--- src/design/spisp_defines.vh ---
`ifndef SPISP_DEFINES_VH
`define SPISP_DEFINES_VH

// Register indexes; byte address is four times the index.
`define SPISP_P1_STAT_IDX 10'h220
`define SPISP_P1_CON_IDX 10'h222
`define SPISP_P1_BUF_IDX 10'h224
`define SPISP_P2_STAT_IDX 10'h226
`define SPISP_P2_CON_IDX 10'h228
`define SPISP_P2_BUF_IDX 10'h22A

// Reset values.
`define SPISP_STAT_RST 16'h0000
`define SPISP_CON_RST 16'h0000
`define SPISP_BUF_RST 16'h0000

// Status field positions.
`define SPISP_ST_EN 15
`define SPISP_ST_SIDL 13
`define SPISP_ST_ROV 6
`define SPISP_ST_TBF 1
`define SPISP_ST_RBF 0

// Control field positions.
`define SPISP_CN_FRAMING_ENABLE 14
`define SPISP_CN_FSD 13
`define SPISP_CN_OUTPUT_PIN_DISABLE 11
`define SPISP_CN_WORD_SIZE_SELECT 10
`define SPISP_CN_SMP 9
`define SPISP_CN_CKE 8
`define SPISP_CN_SELECT_PIN_ENABLE 7
`define SPISP_CN_CKP 6
`define SPISP_CN_MASTER_SELECT 5
`define SPISP_CN_SECONDARY_DIVIDER_HI 4
`define SPISP_CN_SECONDARY_DIVIDER_LO 2
`define SPISP_CN_PRIMARY_DIVIDER_HI 1
`define SPISP_CN_PRIMARY_DIVIDER_LO 0

// Word lengths in bits.
`define SPISP_BITS_BYTE 5'h08
`define SPISP_BITS_WORD 5'h10

// Engine states.
`define SPISP_S_IDLE 2'h0
`define SPISP_S_SYNC 2'h1
`define SPISP_S_RUN 2'h2

`endif

--- src/design/spisp_top.v ---
`timescale 1ns/1ps
`default_nettype none
`include "spisp_defines.vh"

module spisp_top #(
  parameter [9:0] STAT_IDX = `SPISP_P1_STAT_IDX,
  parameter [9:0] CON_IDX = `SPISP_P1_CON_IDX,
  parameter [9:0] BUF_IDX = `SPISP_P1_BUF_IDX
) (
  // Clock and reset
  input wire pclk,
  input wire presetn,
  // APB slave
  input wire psel,
  input wire penable,
  input wire pwrite,
  input wire [11:0] paddr,
  input wire [31:0] pwdata,
  output reg [31:0] prdata,
  output reg pready,
  output reg pslverr,
  // Serial pins
  input wire shift_clock_pin_in,
  output reg shift_clock_pin_out,
  output reg shift_clock_pin_oe,
  input wire serial_in_pin,
  output reg serial_out_pin,
  output reg serial_out_pin_oe,
  input wire select_low_pin_in,
  output reg select_low_pin_out,
  output reg select_low_pin_oe,
  // Power modes and interrupt
  input wire cpu_sleep,
  input wire cpu_idle,
  input wire port_irq_enable,
  input wire port_irq_flag_clear,
  output reg port_irq_flag,
  output reg port_irq
);

  // Half period of the shift clock in pclk cycles.
  function [9:0] half_period;
    input [1:0] pri;
    input [2:0] sec;
    reg [6:0] p;
    begin
      case (pri)
        2'h0: p = 7'h40;
        2'h1: p = 7'h10;
        2'h2: p = 7'h04;
        default: p = 7'h01;
      endcase
      half_period = p * (4'h8 - {1'b0, sec});
    end
  endfunction

  reg [15:0] ctl_q;
  reg en_q, sidl_q, rov_q, tbf_q, rbf_q;
  reg [15:0] tx_q, rx_q, sr_q;
  reg [1:0] st_q;
  reg [4:0] cnt_q;
  reg samp_q, have_q, fin_q;
  reg act_q, prev_q;
  reg [9:0] div_q;
  reg fs_q, sync_done_q;

  wire framing_enable = ctl_q[`SPISP_CN_FRAMING_ENABLE];
  wire fsd = ctl_q[`SPISP_CN_FSD];
  wire word_size_select = ctl_q[`SPISP_CN_WORD_SIZE_SELECT];
  wire cke = ctl_q[`SPISP_CN_CKE];
  wire select_pin_enable = ctl_q[`SPISP_CN_SELECT_PIN_ENABLE];
  wire idle_level_select = ctl_q[`SPISP_CN_CKP];
  wire master = ctl_q[`SPISP_CN_MASTER_SELECT];
  wire [4:0] nbits = word_size_select ? `SPISP_BITS_WORD : `SPISP_BITS_BYTE;
  wire [9:0] half = half_period(ctl_q[`SPISP_CN_PRIMARY_DIVIDER_HI:`SPISP_CN_PRIMARY_DIVIDER_LO],
    ctl_q[`SPISP_CN_SECONDARY_DIVIDER_HI:`SPISP_CN_SECONDARY_DIVIDER_LO]);

  // APB decode; a write or read takes effect at the access edge.
  wire acc = psel & penable & pready;
  wire [9:0] idx = paddr[11:2];
  wire hit_stat = idx == STAT_IDX;
  wire hit_con = idx == CON_IDX;
  wire hit_buf = idx == BUF_IDX;
  wire wr_stat = acc & pwrite & hit_stat;
  wire wr_con = acc & pwrite & hit_con;
  wire wr_buf = acc & pwrite & hit_buf;
  wire rd_buf = acc & ~pwrite & hit_buf;
  wire size_chg = wr_con & (pwdata[`SPISP_CN_WORD_SIZE_SELECT] != word_size_select);

  // Engine abort clears counters; stall merely freezes them.
  wire ss_high = ~master & select_pin_enable & ~framing_enable & select_low_pin_in;
  wire abort = ~en_q | cpu_sleep | size_chg | ss_high;
  wire stall = rov_q | (cpu_idle & sidl_q);

  // Edge events of the shift clock, own or external.
  wire mtick = master & (st_q != `SPISP_S_IDLE) & (div_q == 10'h001);
  wire act_in = shift_clock_pin_in ^ idle_level_select;
  wire lead = master ? (mtick & ~act_q) : (act_in & ~prev_q);
  wire trail = master ? (mtick & act_q) : (~act_in & prev_q);
  wire tx_edge = cke ? trail : lead;
  wire smp_edge = cke ? lead : trail;
  wire running = (st_q == `SPISP_S_RUN) & ~stall;
  wire last = running & smp_edge & (cnt_q == nbits - 5'h01);
  wire [15:0] rx_word = {sr_q[14:0], serial_in_pin};
  wire [15:0] rx_mask = word_size_select ? rx_word : {8'h00, rx_word[7:0]};

  // Pending word enters the shift register between words.
  wire slot = (cnt_q == 5'h00) & ~have_q;
  wire m_start = master & (st_q == `SPISP_S_IDLE) & tbf_q;
  wire s_load = ~master & slot & tbf_q & ~running;
  wire load_tx = en_q & ~abort & ~stall & ((m_start) | s_load | (last & tbf_q));

  // Status and control registers.
  always @(posedge pclk or negedge presetn)
  begin
    if (!presetn)
    begin
      ctl_q <= `SPISP_CON_RST;
      en_q <= 1'b0;
      sidl_q <= 1'b0;
    end
    else
    begin
      if (wr_con)
        ctl_q <= pwdata[15:0];
      if (wr_stat)
      begin
        en_q <= pwdata[`SPISP_ST_EN];
        sidl_q <= pwdata[`SPISP_ST_SIDL];
      end
    end
  end

  // Buffers and their flags; hardware set wins over software clear, but a word-size change clears all flags.
  always @(posedge pclk or negedge presetn)
  begin
    if (!presetn)
    begin
      tx_q <= `SPISP_BUF_RST;
      rx_q <= `SPISP_BUF_RST;
      tbf_q <= 1'b0;
      rbf_q <= 1'b0;
      rov_q <= 1'b0;
    end
    else if (size_chg)
    begin
      tbf_q <= 1'b0;
      rbf_q <= 1'b0;
      rov_q <= 1'b0;
    end
    else
    begin
      if (wr_buf)
      begin
        tx_q <= pwdata[15:0];
        tbf_q <= 1'b1;
      end
      else if (load_tx)
        tbf_q <= 1'b0;
      if (last & rbf_q & ~rd_buf)
        rov_q <= 1'b1;
      else if (rd_buf | (wr_stat & ~pwdata[`SPISP_ST_ROV]))
        rov_q <= 1'b0;
      if (last & (~rbf_q | rd_buf))
      begin
        rx_q <= rx_mask;
        rbf_q <= 1'b1;
      end
      else if (rd_buf)
        rbf_q <= 1'b0;
    end
  end

  // Shift engine.
  always @(posedge pclk or negedge presetn)
  begin
    if (!presetn)
    begin
      sr_q <= 16'h0000;
      st_q <= `SPISP_S_IDLE;
      cnt_q <= 5'h00;
      samp_q <= 1'b0;
      have_q <= 1'b0;
      fin_q <= 1'b0;
      act_q <= 1'b0;
      prev_q <= 1'b0;
      div_q <= 10'h001;
      fs_q <= 1'b0;
      sync_done_q <= 1'b0;
    end
    else if (abort)
    begin
      st_q <= `SPISP_S_IDLE;
      cnt_q <= 5'h00;
      have_q <= 1'b0;
      fin_q <= 1'b0;
      act_q <= 1'b0;
      prev_q <= act_in;
      div_q <= 10'h001;
      fs_q <= 1'b0;
      sync_done_q <= 1'b0;
    end
    else if (!stall)
    begin
      prev_q <= act_in;
      if (master && st_q != `SPISP_S_IDLE)
      begin
        div_q <= mtick ? half : div_q - 10'h001;
        if (mtick)
          act_q <= ~act_q;
      end
      else
        div_q <= half;
      if (load_tx)
        sr_q <= tx_q;
      else if (running && tx_edge && have_q)
      begin
        sr_q <= {sr_q[14:0], samp_q};
        have_q <= 1'b0;
      end
      case (st_q)
        `SPISP_S_IDLE:
        begin
          if (m_start || (!master && en_q))
            st_q <= framing_enable ? `SPISP_S_SYNC : `SPISP_S_RUN;
          sync_done_q <= 1'b0;
        end
        `SPISP_S_SYNC:
        begin
          if (!fsd)
          begin
            if (lead && !sync_done_q && (master || tbf_q))
            begin
              fs_q <= ~fs_q;
              sync_done_q <= fs_q;
            end
          end
          else if (select_low_pin_in)
            sync_done_q <= 1'b1;
          if (sync_done_q && tx_edge && !fs_q)
            st_q <= `SPISP_S_RUN;
        end
        `SPISP_S_RUN:
        begin
          if (smp_edge)
          begin
            samp_q <= serial_in_pin;
            have_q <= ~last;
            cnt_q <= last ? 5'h00 : cnt_q + 5'h01;
          end
          if (last)
          begin
            fin_q <= master;
            if (!master && framing_enable)
            begin
              st_q <= `SPISP_S_SYNC;
              sync_done_q <= 1'b0;
            end
          end
          if (master && trail && (fin_q || last))
          begin
            st_q <= `SPISP_S_IDLE;
            fin_q <= 1'b0;
          end
        end
        default: st_q <= `SPISP_S_IDLE;
      endcase
    end
  end

  // Pin and interrupt outputs, all registered.
  always @(posedge pclk or negedge presetn)
  begin
    if (!presetn)
    begin
      shift_clock_pin_out <= 1'b0;
      shift_clock_pin_oe <= 1'b0;
      serial_out_pin <= 1'b0;
      serial_out_pin_oe <= 1'b0;
      select_low_pin_out <= 1'b0;
      select_low_pin_oe <= 1'b0;
      port_irq_flag <= 1'b0;
      port_irq <= 1'b0;
    end
    else
    begin
      shift_clock_pin_out <= act_q ^ idle_level_select;
      shift_clock_pin_oe <= en_q & master;
      serial_out_pin <= word_size_select ? sr_q[15] : sr_q[7];
      serial_out_pin_oe <= en_q & ~ctl_q[`SPISP_CN_OUTPUT_PIN_DISABLE] & ~ss_high;
      select_low_pin_out <= fs_q;
      select_low_pin_oe <= en_q & framing_enable & ~fsd;
      if (last)
        port_irq_flag <= 1'b1;
      else if (port_irq_flag_clear)
        port_irq_flag <= 1'b0;
      port_irq <= (port_irq_flag | last) & port_irq_enable;
    end
  end

  // APB answer: no wait states, so every transfer takes two edges.
  always @(posedge pclk or negedge presetn)
  begin
    if (!presetn)
    begin
      pready <= 1'b0;
      pslverr <= 1'b0;
      prdata <= 32'h00000000;
    end
    else
    begin
      pready <= psel & ~penable & ~pready;
      pslverr <= psel & ~penable & ~pready & ~(hit_stat | hit_con | hit_buf);
      if (psel && !penable && !pwrite)
      begin
        if (hit_stat)
          prdata <= {16'h0000, en_q, 1'b0, sidl_q, 6'h00, rov_q, 4'h0, tbf_q, rbf_q};
        else if (hit_con)
          prdata <= {16'h0000, ctl_q};
        else if (hit_buf)
          prdata <= {16'h0000, rx_q};
        else
          prdata <= 32'h00000000;
      end
    end
  end

endmodule // spisp_top

`default_nettype wire

--- config.mk ---
export PLATFORM = sky130hd
export DESIGN_NAME = spisp_top
export DESIGN_NICKNAME = d
export VERILOG_FILES = /design/src/design/spisp_top.v
export VERILOG_INCLUDE_DIRS = /design/src /design/src/design
export SDC_FILE = /design/constraint.sdc
export NUM_CORES = 1
export LEC_CHECK = 0
export ABC_AREA = 1
export BUFFER_PORTS_ARGS = -buffer_cell sky130_fd_sc_hd__buf_4
export CORE_MARGIN = 8
export CORE_UTILIZATION = 54
export CTS_CLUSTER_SIZE = 20
export DETAILED_ROUTE_END_ITERATION = 6
export PLACE_DENSITY_LB_ADDON = 0.05
export SLEW_MARGIN = 20
export SYNTH_ARGS = -nofsm -noshare
export SYNTH_HDL_FRONTEND = slang
export SYNTH_SLANG_ARGS = --single-unit
--- constraint.sdc ---
create_clock -name pclk -period 3.1 [get_ports pclk]
set_input_delay 0.62 -clock pclk [delete_from_list [all_inputs] [get_ports pclk]]
set_output_delay 0.62 -clock pclk [all_outputs]
set_load 0.05 [all_outputs]
==> Word level (Yosys, flattened, before mapping) <==
Index checks and enable logic that the tools add are counted.
{ "totals": {"word_cells": 256, "reg_bits": 135, "in_bits": 56, "output_inout_bits": 42} }
{ "classes": {"bitwise_logic": 81, "mux": 72, "eq_ne": 20, "reduce_logical": 48, "n_mul": 1, "add_sub_neg": 4} }
{ "ops": {"columns": ["op", "count"], "rows": [
  ["2-to-1 mux 16 bit", 6],
  ["AND 1 bit", 45],
  ["2-to-1 mux 1 bit", 45],
  ["2-to-1 mux 10 bit", 4],
  ["equality test 10 bit (second input constant)", 3],
  ["2-to-1 mux 5 bit", 6],
  ["NOT 1 bit", 23],
  ["case mux 7 bit (3 select lines)", 1],
  ["nonzero test 2 bit", 9],
  ["2-to-1 mux 2 bit", 8],
  ["logical AND 1 bit", 13],
  ["AND reduction 3 bit", 4],
  ["nonzero test 3 bit", 4],
  ["bitwise OR 1 bit", 11],
  ["equality test 10 x 1 -> 1 bit (second input constant)", 1],
  ["multiplier 8 x 5 -> 10 bit", 1],
  ["subtractor 10 x 1 -> 10 bit (second input constant)", 1],
  ["!= test 4 bit (second input constant)", 2],
  ["AND reduction 4 bit", 2],
  ["!= test 3 x 2 -> 1 bit (second input constant)", 2],
  ["!= test 3 bit (second input constant)", 2],
  ["case mux 2 bit (3 select lines)", 1],
  ["AND reduction 6 bit", 1],
  ["adder 5 x 1 -> 5 bit (second input constant)", 1],
  ["other kinds (19)", 30]
]} }

==> Longest topological paths before layout <==
{ "depth": {"depth_word": 16, "ltp_mapped": 16, "mapped_depth_nobuf": 16} }

==> Worst setup path before layout <==
Ideal clock, no wire load.
{ "synth_timing": {"kind": "reg2reg", "start": "register ctl_q[2]", "end": "register div_q[9]", "setup_ns": 0.083, "path_stages_with_launch": 17, "period_less_slack_ns": 2.639, "arrival_time_ns": 2.557, "slack_ns": 0.461, "n_path_buf": 0, "t_required_ns": 3.017, "path_cell_list": "dfrtp_1 > inv_1 > ha_1 > inv_1 > nor2_1 > ha_1 > fa_1 > ha_1 > nand2_1 > a21oi_1 > nand2_1 > nand2_1 > nand2_1 > xor2_1 > o21ai_0 > nand2_1 > o21ai_0"} }
{ "synth_via": {"elab_chain_cells": 6} }
{ "synth_lines": {"columns": ["element", "line_no", "rtl"], "rows": [
  ["from (decl)", "spisp_top.v:57", "reg [15:0] ctl_q;"],
  ["from (signal assigned)", "spisp_top.v:118", "ctl_q <= `SPISP_CON_RST;"],
  ["from (signal assigned)", "spisp_top.v:125", "ctl_q <= pwdata[15:0];"],
  ["subtractor 4 x 3 -> 5 bit *", "spisp_top.v:53", "half_period = p * (4'h8 - {1'b0, sec});"],
  ["multiplier 8 x 5 -> 10 bit *", "spisp_top.v:53", null],
  ["2-to-1 mux 10 bit", "spisp_top.v:208", "div_q <= mtick ? half : div_q - 10'h001;"],
  ["2-to-1 mux 10 bit *", "spisp_top.v:206", "if (master && st_q != `SPISP_S_IDLE)"],
  ["2-to-1 mux 10 bit *", "spisp_top.v:203", "else if (!stall)"],
  ["2-to-1 mux 10 bit *", "spisp_top.v:191", "else if (abort)"],
  ["to (signal assigned)", "spisp_top.v:208", null],
  ["to (signal assigned)", "spisp_top.v:213", "div_q <= half;"],
  ["to (decl)", "spisp_top.v:64", "reg [9:0] div_q;"]
]} }
Every way passes the cells marked *; elsewhere a longest branch is shown, timed or not. The select of a mux whose other input is x is not followed.
A chain may end at the register's enable or synchronous reset.

==> Worst setup path after layout <==
Same ends and word-level chain as after synthesis.

==> results.md <==
* Vias in the first global route at 5,224
* Starting Density at a little over half
* DR iter-0 viols at 535
* Post-Syn Area per Cell at between 8 and 9 um2
* Combinational family with the most area after synthesis: simple AND/OR/NAND/NOR gates
* Synthesis-stage register bit count at 119
* Max-Cap Viols at 0
* Io pins at 98
* Vias/cell at approximately 5.4
* Async SR Flop Fraction at 100%
* Simple-gate area share of the yosys netlist at roughly a quarter
* Reg2Reg Depth at 16
* Total GRT Usage at a little over a fifth
* Clk sinks at 119
* RSZ-0062 raised after global routing: false
* Switching Power at slightly above 0.8 mW
* Mux cell area share after synthesis at 0%
* Nets at around 900
* Clock power frac at 52.3%
* Synth-to-layout area growth at 17.9%
* First-pass GRT wire length at 27,000 um
* Number of inserted diodes at 0
* Synth Warn # at 0
* # DRC at 0
* Post-CTS setup buffer count at 0
* Routed wl met3 at 1070 um
* Final min period at a little under 3 ns
* Final-report hold violation count at 0
* WL/cell at between 15 and 20 um
* Sw Share at between 20% and 30%
* TritonRoute pass-1 iters at 7
* Setup CP Type: reg2reg
* Final setup vio count at 0
* Initial antenna violation count at 0
* Clk_lat worst skew at 0.42 ns
* EDFF count, synth at 0
* Setup WS pre-CTS at 0.274 ns
* Largest net degree at the start of global routing at 52
* P_int at roughly 2.9 mW
* Layout cells sized above 1 at roughly a fifth
* Max_slew headroom at about 55%
* Top Metal Used: met4
* Adder-Cell Fraction of Synth Area at around 3.3%
* Status: finished, final reports clean
* HP Class: in2async
* Worst Setup End Kind: register
* CTS tree: yes
* Total CTS buffers at 17
* Total core area at around 12,000 um2
* Post-DP Area at 7070 um2
* CTS root buffer: clkbuf_16
* Wl on met1 at about 8000 um
* Netlist cell types at between 50 and 60
* Die Y at about 130 um
* Die Wd at 126 um
* Tcrit/Tclk final at roughly 93%
* Synthesized area at 6490 um2
* Fin Setup TNS at 0 ns
* Vias at 5,410
* Arrival @ worst endpoint at about 3.2 ns
* Clk pin slew, worst setup/hold paths at about 0.05 ns
* Critical Path Source Type: register
* Power, Total at 3.69 mW
* Antenna Nets Post-Route at 0
* Die ar. at ~16,000 um2
* Final GP Congestion at about 0.9
* Cell Pwr Density at 482 nW/um2
* H-tree level count at 4
* Number of I/O port buffers at 63
* Rows at 40
* Final Cell Area at around 7700 um2
* Most used DFF post-synth: dfrtp_1
* GRT Residual Overflow at 0
* Worst IR drop on VDD at between 0.0003 and 0.0004 V
* Pins Over Slew Limit at 0
* Compound-Gate Fraction of Synth Area at between 10% and 20%
* DPL Wire Length at 12,000 um
* Setup Skew at roughly 0.0053 ns
* Final WL at about 16,000 um
* Setup ws final at approximately 0.22 ns
* Register share of total power at 42.4%
* Worst-Margin Slew at roughly 0.67 ns
* Worst endpoint required time at between 3 and 4 ns
* Post-CTS Resized at 0
* Met2 WL post-DR at between 7000 and 8000 um
* Leakage power at 3.95 nW
* # hold bufs at CTS at 0
* Post-Synth XOR/XNOR Area at ~2.6%
* Peak Freq at between 0.3 and 0.4 GHz
* Sequential share of the synthesized area at between 40% and 50%
* Combinational power share at 5.3%
* CP Max Fanout at 4
* Syn Inst Count at approximately 770
* Max clock buf depth at 2
[cell usage after synthesis (9+ instances only)]
master,instances,area (um2)
inv_1,91,342
dfrtp_1,118,2950
buf_4,18,135
o21ai_0,83,415
nand3_2,11,110
nor2_1,33,124
nand3_1,88,440
a21oi_1,21,105
o21ai_1,9,45.0
clkbuf_1,12,45.0
nand2_1,154,578
xor2_1,14,123
nor3_1,12,60.1
ha_1,14,175
[metal layers]
layer / up-vias / track usage, %
li1: 2634 / -
met1: 2569 / 30.4
met2: 182 / 30.5
met3: 25 / 7.47
met4: 0 / 6.45
met5: - / 0
[cell usage in the layout (no fill, tap or decap), drive strengths merged, types with 3 or more instances in the layout]
cell,instances
a21oi,22
buf,77
clkbuf,23
clkinv,5
conb,16
dfrtp,118
ha,14
inv,98
nand2,162
nand3,100
nand4,7
nor2,43
nor3,15
o211ai,5
o21ai,98
o22ai,3
or2,4
xnor2,5
xor2,14
[state kept, by name, summed over array words and instances, names as in the netlist, 2 cells and up]
name and cells:
prdata 16, ctl_q 16, st_q 2, sr_q 16
rx_q 16, cnt_q 5, tx_q 16, div_q 10
[stage by stage]
step	hold WS (ns)	cells	utilization (%)
after floorplan	0.324	782	-
after global placement	0.384	966	59.6
after detailed placement	0.395	966	59.6
after CTS	0.260	997	64.5
after global routing	0.280	997	64.5
final	0.237	997	64.5
[worst max-delay path: stages (launching register included)]
cell	delay, ns
dfrtp_1	0.37
inv_1	0.12
ha_1	0.25
inv_1	0.12
nor2_1	0.07
ha_1	0.21
fa_1	0.39
ha_1	0.34
nand2_1	0.06
a21oi_1	0.20
nand2_1	0.08
nand2_1	0.06
nand2_1	0.05
xor2_1	0.16
o21ai_0	0.19
nand2_1	0.07
o21ai_0	0.07
[power by group through the flow]
| stage | combinational (mW) | clock, mW | sequential, mW |
|---|---|---|---|
| 2_1_floorplan | 0.0905 | 0 | 1.61 |
| 5_1_grt | 0.212 | 2.03 | 1.57 |
| 4_1_cts | 0.196 | 1.96 | 1.57 |
| 6_report | 0.194 | 1.93 | 1.57 |
| 3_5_place_dp | 0.196 | 0 | 1.59 |
| 3_3_place_gp | 0.193 | 0 | 1.59 |
[cell families (layout without fill, tap and decap cells)]
kind of cell | Yosys count | in the layout
compound gates | 140 | 140
simple gates | 334 | 334
xor+xnor | 19 | 19
flops | 119 | 119
buf+inv | 138 | 206
fa+ha+maj | 16 | 16
other cells | 1 | 16
[path summary, 6_finish.rpt]
check	start	slack (ns)	to
max in group asynchronous	presetn	2.09	div_q[0]$_DFFE_PN1N_
min in group pclk	port_irq_flag_clear	0.40	port_irq_flag$_DFFE_PN0P_
worst min-delay path	presetn	0.24	port_irq$_DFF_PN0_
worst min register to register	fs_q$_DFFE_PN0P_	0.41	select_low_pin_out$_DFF_PN0_
worst max register to register	ctl_q[2]$_DFFE_PN0P_	0.22	div_q[9]$_DFFE_PN0N_
worst max-delay path	ctl_q[2]$_DFFE_PN0P_	0.22	div_q[9]$_DFFE_PN0N_
[cell type report]
cell class,instances,area [um2]
tap,147,184
clock inverter,8,96.3
multi-input combinational,525,2940
clock buffer,23,488
fill,1014,4210
inverter,98,375
timing repair buffer,77,591
sequential,119,2980
(Power assumes the default switching activity.)
